**config.mk**
```make
export PLATFORM = sky130hd
export DESIGN_NAME = agc_gpio_config
export DESIGN_NICKNAME = d
export VERILOG_FILES = /design/src/core/agc_pkg.sv /design/src/core/agc_gpio_config.sv /design/src/core/agc_pin_sync.sv
export SDC_FILE = /design/constraint.sdc
export NUM_CORES = 1
export LEC_CHECK = 0
export ABC_AREA = 1
export BUFFER_PORTS_ARGS = -buffer_cell sky130_fd_sc_hd__buf_2
export CORE_MARGIN = 2
export CORE_UTILIZATION = 39
export CTS_BUF_LIST = sky130_fd_sc_hd__clkbuf_4
export CTS_CLUSTER_DIAMETER = 30
export DETAILED_ROUTE_END_ITERATION = 16
export SYNTH_ARGS = -nofsm -noshare
export SYNTH_HDL_FRONTEND = slang
export SYNTH_SLANG_ARGS = --single-unit
```
**constraint.sdc**
```tcl
create_clock -name clock -period 1.7 [get_ports clock]
set_clock_uncertainty 0.2 [all_clocks]
set_input_delay 0.34 -clock clock [delete_from_list [all_inputs] [get_ports clock]]
set_output_delay 0.34 -clock clock [all_outputs]
set_load 0.005 [all_outputs]
```
**src/core/agc_pkg.sv**
```systemverilog
package agc_pkg;
  localparam int        FRAME_BITS       = 16;
  localparam logic [4:0] FRAME_COUNT     = 5'h10;
  localparam int        CMD_MSB          = 15;
  localparam int        CMD_LSB          = 12;
  localparam logic [3:0] CMD_PIN_CONFIG  = 4'h4;
  localparam logic [3:0] CMD_MODE_FIRST  = 4'h1;
  localparam logic [3:0] CMD_MODE_LAST   = 4'h3;
  localparam int        CFG_MSB          = 9;
  localparam int        RESET_REQ_BIT    = 9;
  localparam int        PD_ASSIGN_BIT    = 8;
  localparam int        RANGE_ASSIGN_BIT = 7;
  localparam int        ALARM_MSB        = 6;
  localparam int        ALARM_LSB        = 4;
  localparam int        DIR_MSB          = 3;
  localparam int        READBACK_BIT     = 4;
  localparam int        MODE_PD_BIT      = 5;
  localparam int        GPO_MSB          = 3;
  localparam logic [9:0] CONFIG_RESET    = 10'h000;
  localparam logic [3:0] GPO_RESET       = 4'h0;
  localparam logic [2:0] ALARM_NONE      = 3'h0;
  localparam logic [2:0] ALARM_BOTH      = 3'h6;
  localparam logic [6:0] SYNC_RESET      = 7'h01;
  localparam int        SYNC_WIDTH       = 7;

  typedef enum logic [1:0] {
    AGC_IDLE  = 2'b01,
    AGC_FRAME = 2'b10
  } agc_state_t;
endpackage

```
**src/core/agc_gpio_config.sv**
```systemverilog
`timescale 1ns/1ps
module agc_gpio_config (
  input  wire logic        clock,
  input  wire logic        reset,
  input  wire logic        chipSelectN,
  input  wire logic        serialClock,
  input  wire logic        serialIn,
  output logic             serialOut,
  input  wire logic [3:0]  pinIn,
  output logic      [3:0]  pinOut,
  output logic      [3:0]  pinOutEnable,
  input  wire logic        highAlarm,
  input  wire logic        lowAlarm,
  input  wire logic [11:0] conversionWord,
  output logic             rangeSelect,
  output logic             powerDown,
  output logic             deviceResetPulse
);
  agc_pkg::agc_state_t state;
  agc_pkg::agc_state_t next_state;
  logic [15:0] shiftIn;
  logic [4:0]  bitCount;
  logic [9:0]  configWord;
  logic [3:0]  gpoPending;
  logic [3:0]  gpoLive;
  logic        readbackEnable;
  logic        modePowerDown;
  logic [15:0] outShift;
  logic        pdLatched;
  logic [6:0]  syncLevel;
  logic [6:0]  syncRise;
  logic [6:0]  syncFall;

  function automatic logic [3:0] specialMask(input logic [9:0] cfg);
    logic [2:0] sel;
    sel = cfg[agc_pkg::ALARM_MSB:agc_pkg::ALARM_LSB];
    specialMask = {cfg[agc_pkg::PD_ASSIGN_BIT], cfg[agc_pkg::RANGE_ASSIGN_BIT],
                   sel[2] & ~sel[0], sel[0] | sel[1]};
  endfunction

  agc_pin_sync #(
    .WIDTH       (agc_pkg::SYNC_WIDTH),
    .RESET_LEVEL (agc_pkg::SYNC_RESET)
  ) u_sync (
    .clock   (clock),
    .reset   (reset),
    .asyncIn ({pinIn, serialIn, serialClock, chipSelectN}),
    .level   (syncLevel),
    .rise    (syncRise),
    .fall    (syncFall)
  );

  wire       csFall    = syncFall[0];
  wire       csRise    = syncRise[0];
  wire       sclkRise  = syncRise[1];
  wire       sclkFall  = syncFall[1];
  wire       sdiLevel  = syncLevel[2];
  wire [3:0] pinLevel  = syncLevel[6:3];
  wire       inFrame   = (state == agc_pkg::AGC_FRAME);
  wire [3:0] command   = shiftIn[agc_pkg::CMD_MSB:agc_pkg::CMD_LSB];
  wire       frameGood = csRise && inFrame && (bitCount == agc_pkg::FRAME_COUNT);
  wire       cfgFrame  = frameGood && (command == agc_pkg::CMD_PIN_CONFIG);
  wire       modeFrame = frameGood && (command >= agc_pkg::CMD_MODE_FIRST)
                         && (command <= agc_pkg::CMD_MODE_LAST);
  wire       resetAll  = reset || (csFall && configWord[agc_pkg::RESET_REQ_BIT]);
  wire [2:0] alarmSel  = configWord[agc_pkg::ALARM_MSB:agc_pkg::ALARM_LSB];
  wire [3:0] special   = specialMask(configWord);
  wire [3:0] direction = configWord[agc_pkg::DIR_MSB:0];
  wire       pdAssign  = configWord[agc_pkg::PD_ASSIGN_BIT];
  wire       rangeAssign = configWord[agc_pkg::RANGE_ASSIGN_BIT];
  // xx1 gives either alarm on pin zero, x10 puts the high alarm on pin zero
  wire       pin0Alarm = alarmSel[0] ? (highAlarm | lowAlarm) : highAlarm;
  wire [3:0] alarmLevel = {2'b00, lowAlarm, pin0Alarm};
  wire [3:0] next_pinOutEnable = (special & {2'b00, special[1:0]})
                                 | (~special & direction);
  wire [3:0] next_pinOut = (special & alarmLevel) | (~special & direction & gpoLive);
  wire [15:0] loadWord = {conversionWord, readbackEnable ? pinLevel : 4'h0};
  wire       next_readback = modeFrame ? shiftIn[agc_pkg::READBACK_BIT] : readbackEnable;

  always_comb begin
    case (state)
      agc_pkg::AGC_IDLE:  next_state = csFall ? agc_pkg::AGC_FRAME : agc_pkg::AGC_IDLE;
      agc_pkg::AGC_FRAME: next_state = csRise ? agc_pkg::AGC_IDLE : agc_pkg::AGC_FRAME;
      default:            next_state = agc_pkg::AGC_IDLE;
    endcase
  end

  always_ff @(posedge clock) begin
    if (reset) begin
      state <= agc_pkg::AGC_IDLE;
    end else begin
      state <= next_state;
    end
  end

  // msb first, sampled on serial clock rise, extra bits beyond sixteen ignored
  always_ff @(posedge clock) begin
    if (reset || csFall) begin
      shiftIn  <= 16'h0000;
      bitCount <= 5'h00;
    end else if (inFrame && sclkRise && bitCount < agc_pkg::FRAME_COUNT) begin
      shiftIn  <= {shiftIn[14:0], sdiLevel};
      bitCount <= bitCount + 5'h01;
    end
  end

  // only bits 9:0 are kept, the host keeps 11:10 at zero
  always_ff @(posedge clock) begin
    if (resetAll) begin
      configWord <= agc_pkg::CONFIG_RESET;
    end else if (cfgFrame) begin
      configWord <= shiftIn[agc_pkg::CFG_MSB:0];
    end
  end

  // config frames never touch output data or readback/power settings
  always_ff @(posedge clock) begin
    if (resetAll) begin
      gpoPending     <= agc_pkg::GPO_RESET;
      readbackEnable <= 1'b0;
      modePowerDown  <= 1'b0;
    end else if (modeFrame) begin
      gpoPending     <= shiftIn[agc_pkg::GPO_MSB:0];
      readbackEnable <= next_readback;
      modePowerDown  <= shiftIn[agc_pkg::MODE_PD_BIT];
    end
  end

  always_ff @(posedge clock) begin
    if (resetAll) begin
      gpoLive <= agc_pkg::GPO_RESET;
    end else if (csFall) begin
      gpoLive <= gpoPending;
    end
  end

  // output word loaded at chip-select fall, advanced on serial clock fall
  always_ff @(posedge clock) begin
    if (reset) begin
      outShift  <= 16'h0000;
      serialOut <= 1'b0;
    end else if (csFall) begin
      outShift  <= loadWord;
      serialOut <= loadWord[15];
    end else if (inFrame && sclkFall) begin
      outShift  <= {outShift[14:0], 1'b0};
      serialOut <= outShift[14];
    end
  end

  // set wins over the wake-up at the same edge
  always_ff @(posedge clock) begin
    if (resetAll) begin
      pdLatched <= 1'b0;
    end else if (pdAssign && !pinLevel[3]) begin
      pdLatched <= 1'b1;
    end else if (csFall && pinLevel[3] && !modePowerDown) begin
      pdLatched <= 1'b0;
    end
  end

  always_ff @(posedge clock) begin
    if (resetAll) begin
      pinOut           <= 4'h0;
      pinOutEnable     <= 4'h0;
      rangeSelect      <= 1'b0;
      deviceResetPulse <= !reset;
    end else begin
      pinOut           <= next_pinOut;
      pinOutEnable     <= next_pinOutEnable;
      rangeSelect      <= rangeAssign & pinLevel[2];
      deviceResetPulse <= 1'b0;
    end
  end

  // raw pin path so power-down does not wait for the synchroniser
  assign powerDown = pdLatched | (pdAssign & ~pinIn[3]);
endmodule

```
**src/core/agc_pin_sync.sv**
```systemverilog
`timescale 1ns/1ps
module agc_pin_sync #(
  parameter int               WIDTH       = 7,
  parameter logic [WIDTH-1:0] RESET_LEVEL = '0
) (
  input  wire logic             clock,
  input  wire logic             reset,
  input  wire logic [WIDTH-1:0] asyncIn,
  output logic      [WIDTH-1:0] level,
  output logic      [WIDTH-1:0] rise,
  output logic      [WIDTH-1:0] fall
);
  logic [WIDTH-1:0] stage1;
  logic [WIDTH-1:0] stage2;
  logic [WIDTH-1:0] stage3;

  // a change counts only once stages two and three agree
  wire [WIDTH-1:0] settled = ~(stage2 ^ stage3);
  wire [WIDTH-1:0] next_level = (settled & stage3) | (~settled & level);

  always_ff @(posedge clock) begin
    if (reset) begin
      stage1 <= RESET_LEVEL;
      stage2 <= RESET_LEVEL;
      stage3 <= RESET_LEVEL;
      level  <= RESET_LEVEL;
    end else begin
      stage1 <= asyncIn;
      stage2 <= stage1;
      stage3 <= stage2;
      level  <= next_level;
    end
  end

  assign rise = next_level & ~level;
  assign fall = ~next_level & level;
endmodule

```
== Word level (Yosys, flattened, before mapping) ==
Index checks and enable logic that the tools add are counted.

* Bits in registers: 98
* Input bits: 23
* Output and inout bits: 12
* Word-level logic and storage cells: 82

* Add/subtract/negate cells: 1
* $lt $le $gt $ge: 3
* Equal/unequal tests: 4
* Mux-type cells: 11
* Bitwise gates (word level): 25
* Reduce and logical (&&, ||, !) cells: 19

{| class="wikitable"
|+ Operator list
! operator !! number
|-
| 15-bit two-way mux || 2
|-
| 7-bit bitwise AND || 2
|-
| 7-bit inverter || 2
|-
| 1-bit logical AND || 12
|-
| 4-bit by 2-bit bitwise AND with 4-bit output || 2
|-
| 4-bit bitwise AND || 2
|-
| 4-bit bitwise OR || 2
|-
| 7-bit bitwise OR || 1
|-
| 7-bit bitwise XOR || 1
|-
| 5-bit by 1-bit adder with 5-bit output (second input constant) || 1
|-
| 5-bit == test (second input constant) || 1
|-
| 5-bit < comparator (second input constant) || 1
|-
| 1-bit two-way mux || 5
|-
| 2-bit bitwise AND || 2
|-
| 4-bit by 3-bit == test with 1-bit output (second input constant) || 1
|-
| 4-bit by 1-bit >= comparator with 1-bit output (second input constant) || 1
|-
| 4-bit by 2-bit less-or-equal comparator with 1-bit output (second input constant) || 1
|-
| 2-bit two-way mux || 2
|-
| 4-bit two-way mux || 1
|-
| 2-bit inverter || 2
|-
| 4-bit inverter || 1
|-
| 2-bit one-hot mux with 2 select lines || 1
|-
| 2-bit nonzero test || 2
|-
| 1-bit bitwise AND || 3
|-
| other kinds (6) || 12
|}

== Longest topological paths before layout ==
* Word-level depth: 11
* Mapped depth: 10
* Gate-level depth less buffers: 9

== Modules after synthesis ==
Synthesis repeated with hierarchy kept, for this count alone.

* Cells, all modules: 507
* Area, all modules: 3,749.8 µm²

{| class="wikitable"
|+ Modules (own cells, without submodules)
! module !! times used !! cells each !! area an instance (µm²)
|-
| agc_gpio_config || 1 || 366 || 2,721.4
|-
| agc_pin_sync || 1 || 141 || 1,028.5
|}

== Worst setup path after synthesis ==
OpenSTA, ideal clock, no wires.

* Path kind: reg-to-reg
* Start point: reg state[0]
* End point: reg outShift[10]
* Arrival: 1.264 ns
* Data required time: 1.386 ns
* Setup slack: 0.123 ns
* Cell stages (with the launch flop): 9
* Buffers on the path: 1
* Path through: dfxtp_1 > inv_1 > ha_1 > nand2_1 > nor2_1 > buf_2 > nand2_1 > a21oi_1 > nor2_1

* Cells in the longest elaborated chain, start to end: 3

{| class="wikitable"
|+ Ends and longest elaborated chain
! element !! RTL line !! text
|-
| start, declared || agc_gpio_config.sv:19 || <nowiki>agc_pkg::agc_state_t state;</nowiki>
|-
| start signal, assigned || agc_gpio_config.sv:90 || <nowiki>state <= agc_pkg::AGC_IDLE;</nowiki>
|-
| start signal, assigned || agc_gpio_config.sv:92 || <nowiki>state <= next_state;</nowiki>
|-
| 2-bit == test || agc_gpio_config.sv:59 || <nowiki>wire inFrame = (state == agc_pkg::AGC_FRAME);</nowiki>
|-
| 1-bit logical AND || agc_gpio_config.sv:145 || <nowiki>end else if (inFrame && sclkFall) begin</nowiki>
|-
| 2-bit nonzero test (no line) || - ||
|-
| end signal, assigned || agc_gpio_config.sv:143 || <nowiki>outShift <= loadWord;</nowiki>
|-
| end signal, assigned || agc_gpio_config.sv:146 || <nowiki>outShift <= {outShift[14:0], 1'b0};</nowiki>
|-
| end, declared || agc_gpio_config.sv:28 || <nowiki>logic [15:0] outShift;</nowiki>
|}

Every way passes these cells.
A chain may end at the register's enable or synchronous reset.

== Final worst setup path ==
* Start point: reg state[0]
* End point: reg readbackEnable

* Cells in the longest elaborated chain, start to end: 5

{| class="wikitable"
|+ Ends and longest elaborated chain
! element !! RTL line !! text
|-
| 2-bit == test || agc_gpio_config.sv:59 ||
|-
| 1-bit logical AND (2 in a row) || agc_gpio_config.sv:61 || <nowiki>wire frameGood = csRise && inFrame && (bitCount == agc_pkg::FRAME_COUNT);</nowiki>
|-
| 1-bit logical AND || agc_gpio_config.sv:63 || <nowiki>wire modeFrame = frameGood && (command >= agc_pkg::CMD_MODE_FIRST)</nowiki>
|-
| 1-bit logical AND || agc_gpio_config.sv:64 || <nowiki>&& (command <= agc_pkg::CMD_MODE_LAST);</nowiki>
|-
| end signal, assigned || agc_gpio_config.sv:124 || <nowiki>readbackEnable <= next_readback;</nowiki>
|-
| end, declared || agc_gpio_config.sv:26 || <nowiki>logic readbackEnable;</nowiki>
|}

Every way passes these cells.

==> results.ini <==
[outcome]
status=finished clean

[logic_synthesis]
ys_seq_area_share_pct=50.3
synth_top_family_by_area=simple AND/OR/NAND/NOR gates
yosys-mux-area-fraction_pct=0
syn_area_per_cell_um2=7.12
synth_seq_cells=98
synth_edf_count=0
yosys.cell_types.count=22
synth-simple-area-share_pct=27.7
ys_warn_count=0
synthArstFlopShare_pct=0
syn-instance-count=548
synthAdderAreaFrac_pct=1.28
synth-xor-area-share_pct=0
synth.cell_area_mm2=0.00390
synthFlopType=dfxtp_1
synth-compound-area-share_pct=9.75
synthesis.nets=575

[power_and_ir_drop]
p_comb_share_pct=4.2
seq_power_share_pct=64.5
cellPowerDensity_mw_per_mm2=762
sw_frac_of_total_pct=24.6
power.ir.vdd_worst_mv=0.420
p_sw_uw=887
power.leakage_nw=2.16
p_int_mw=2.72
clockPowerShare_pct=31.3

[sta]
max_slew_margin_pct=76.4
fmax_mhz=592
worstMarginPinSlew_ns=0.354
timing.final.crit_share_pct=99.3
hold_viol_final=0
slew_viol_final=0
grt_setup_unrepaired=yes
setup_violations=0
period_needed_ns=1.69
holdWs_ns=0.0215

[worst_hold_path]
min-delay-start=conversionWord[8]
whs_path_depth=5
whs_endpoint=outShift[12]$_SDFFE_PP0P_
hp-class=in -> reg

[grt]
grt_overflow=0
grt_max_degree=33
antenna_found_initial=0
track_usage_pct=14.3
grt_pass1_wl_mm=12.8
grt_pass1_vias=2950

[place]
gp_routability_congestion=0.755
portBuffers=34
dpl.cell_count=705
dp_hpwl_mm=4.96

[floorplanning]
start_util_pct=40.1
fp.dieW_um=104
die_area_mm2=0.0108
die-height_um=104
rows=36
pin_count=35
core_mm2=0.00973

[critical_path]
crit_fanout=8
path_delay_family=simple AND/OR/NAND/NOR gates
r2r_slack_ns=0.01
reg2reg_depth=8
worst_ep_required_time_ns=1.88
cp_slowest_cell=dfxtp_2
cp_data_arrival_time_ns=1.87
cp-start-kind=register
cp_cell_sequence=inv_2 -> ha_4 -> nand4_1 -> nor2_4 -> clkbuf_16 -> nand3_1 -> nand2_1 -> nor2_1
cp_slowest_stage_delay_ns=0.35
rr_startpoint=state[0]$_SDFF_PP1_
r2r_end=readbackEnable$_SDFFE_PP0P_
cp.buffers_inverters=2
critical_path.endpoint_type=register
crit_type=reg -> reg

[clock_network]
cts_buffer_depth=2
clk_pin_slew_ns=0.16
clk_latency_ns=0.46
cts_num_sinks=98
cts_tree=built
cts_root_buffer=clkbuf_4
numCtsBuffers=9
h-tree-depth=3

[finish]
final_util_pct=48.7
antennaDiodeCount=0
n_fill_cell=1000
final_common_cell=nor2_1
multi_input_area_mm2=0.00159
final_cells=743
layout-drive-gt1-share_pct=17.0
seqCellArea_mm2=0.00197
final_cell_mix=110 x nor2_1, 104 x nand2_1, 93 x dfxtp_1, 80 x inv_1, 43 x a21oi_1
nets=632
area_delta_synth_final_pct=21.6

[drt]
drt_iter0_markers=112
drtAntennaViolNets=0
viasPerCell=4.54
vias=3374
drc=0
drt_wl_total_mm=7.90
dr.pass1.iters=4
wl_per_cell_um=10.6

[job]
maxCapViolations=0

-- cell families (layout without fill, tap and decap cells) --
group                      after synthesis  count (layout)
AOI/OAI and AO/OA                       74              74
adders and majority gates                4               4
buffers and inverters                  109             171
DFF                                     98              98
and+or+nand+nor                        263             263
-- worst register-to-register path, stage by stage (launching register included) --
cell       delay, ns
dfxtp_2         0.35
inv_2           0.06
ha_4            0.15
nand4_1         0.17
nor2_4          0.30
clkbuf_16       0.21
nand3_1         0.08
nand2_1         0.06
nor2_1          0.04
-- repair_timing --
action,CTS,global route
setup buffers,1,2
setup endpoints to repair,16,51
endpoints found under the hold margin,13,0
pin swaps,0,15
hold buffers,13,0
gates cloned,0,6
gates resized for setup,2,37
-- how the worst max path moves through the flow --
stage / start / endpoint / slack, ns / cells past startpoint
2_1_floorplan: state[0]$_SDFF_PP1_ / outShift[10]$_SDFFE_PP0P_ / 0.12 / 8
3_3_place_gp: state[0]$_SDFF_PP1_ / outShift[12]$_SDFFE_PP0P_ / -0.03 / 8
3_5_place_dp: state[0]$_SDFF_PP1_ / outShift[9]$_SDFFE_PP0P_ / -0.05 / 8
4_1_cts: state[0]$_SDFF_PP1_ / bitCount[2]$_SDFFE_PP0P_ / 0.02 / 9
5_1_grt: state[0]$_SDFF_PP1_ / bitCount[2]$_SDFFE_PP0P_ / -0.09 / 9
6_report: state[0]$_SDFF_PP1_ / readbackEnable$_SDFFE_PP0P_ / 0.01 / 8
-- registers in the layout, summed over array words and instances, names as in the netlist, 2 cells and up, named ones only --
register / count
shiftIn: 16
outShift: 15
configWord: 10
u_sync.stage1: 7
u_sync.stage2: 7
u_sync.stage3: 7
bitCount: 5
gpoLive: 4
gpoPending: 4
pinOutEnable: 4
pinOut: 4
state: 2
u_sync.level: 2
-- power groups by stage --
stage	clock network (mW)	logic [mW]	registers, mW
2_1_floorplan	0	0.0777	2.38
3_3_place_gp	0	0.126	2.38
3_5_place_dp	0	0.128	2.38
4_1_cts	1.17	0.151	2.33
5_1_grt	1.27	0.171	2.34
6_report	1.13	0.151	2.33
-- synthesized netlist by cell type (4+ instances only) --
cell      instances  area share, %
buf_2            12            1.5
nor2_1          112             11
o21ai_0          27            3.5
nand2_1         105             10
a21oi_1          43            5.5
clkbuf_1         11            1.1
nor3_1            6           0.77
ha_1              4            1.3
inv_1            83            8.0
nand3_1          26            3.3
dfxtp_1          98             50
nand4_1           6           0.96
-- final cells by class --
cell class                 count  share of cell area, %
sequential                    98                   41.6
multi-input combinational    341                   33.6
timing repair buffer          70                   11.9
inverter                      85                   6.73
tap                          133                   3.51
clock buffer                  10                   1.58
clock inverter                 6                   1.08
-- through the flow --
step / total power, mW / area [um^2] / worst slack [ns] / TNS, ns
3_5_place_dp: 2.51 / 4280 / -0.0497 / -0.531
5_1_grt: 3.77 / 4740 / -0.0896 / -1.23
4_1_cts: 3.65 / 4550 / 0.0155 / 0
3_3_place_gp: 2.51 / 4280 / -0.0288 / -0.211
6_report: 3.61 / 4740 / 0.0114 / 0
2_1_floorplan: 2.46 / 3900 / 0.123 / 0
-- metal layers --
layer / wire length (um) / vias to the layer above / global-route usage, % / share of wire, %
li1: - / 1789 / - / -
met1: 3820 / 1536 / 17.5 / 48
met2: 3710 / 38 / 24.4 / 47
met3: 244 / 11 / 3.51 / 3.1
met4: 121 / 0 / 5.50 / 1.5
met5: 0 / - / 0 / 0
(Power assumes the default switching activity.)
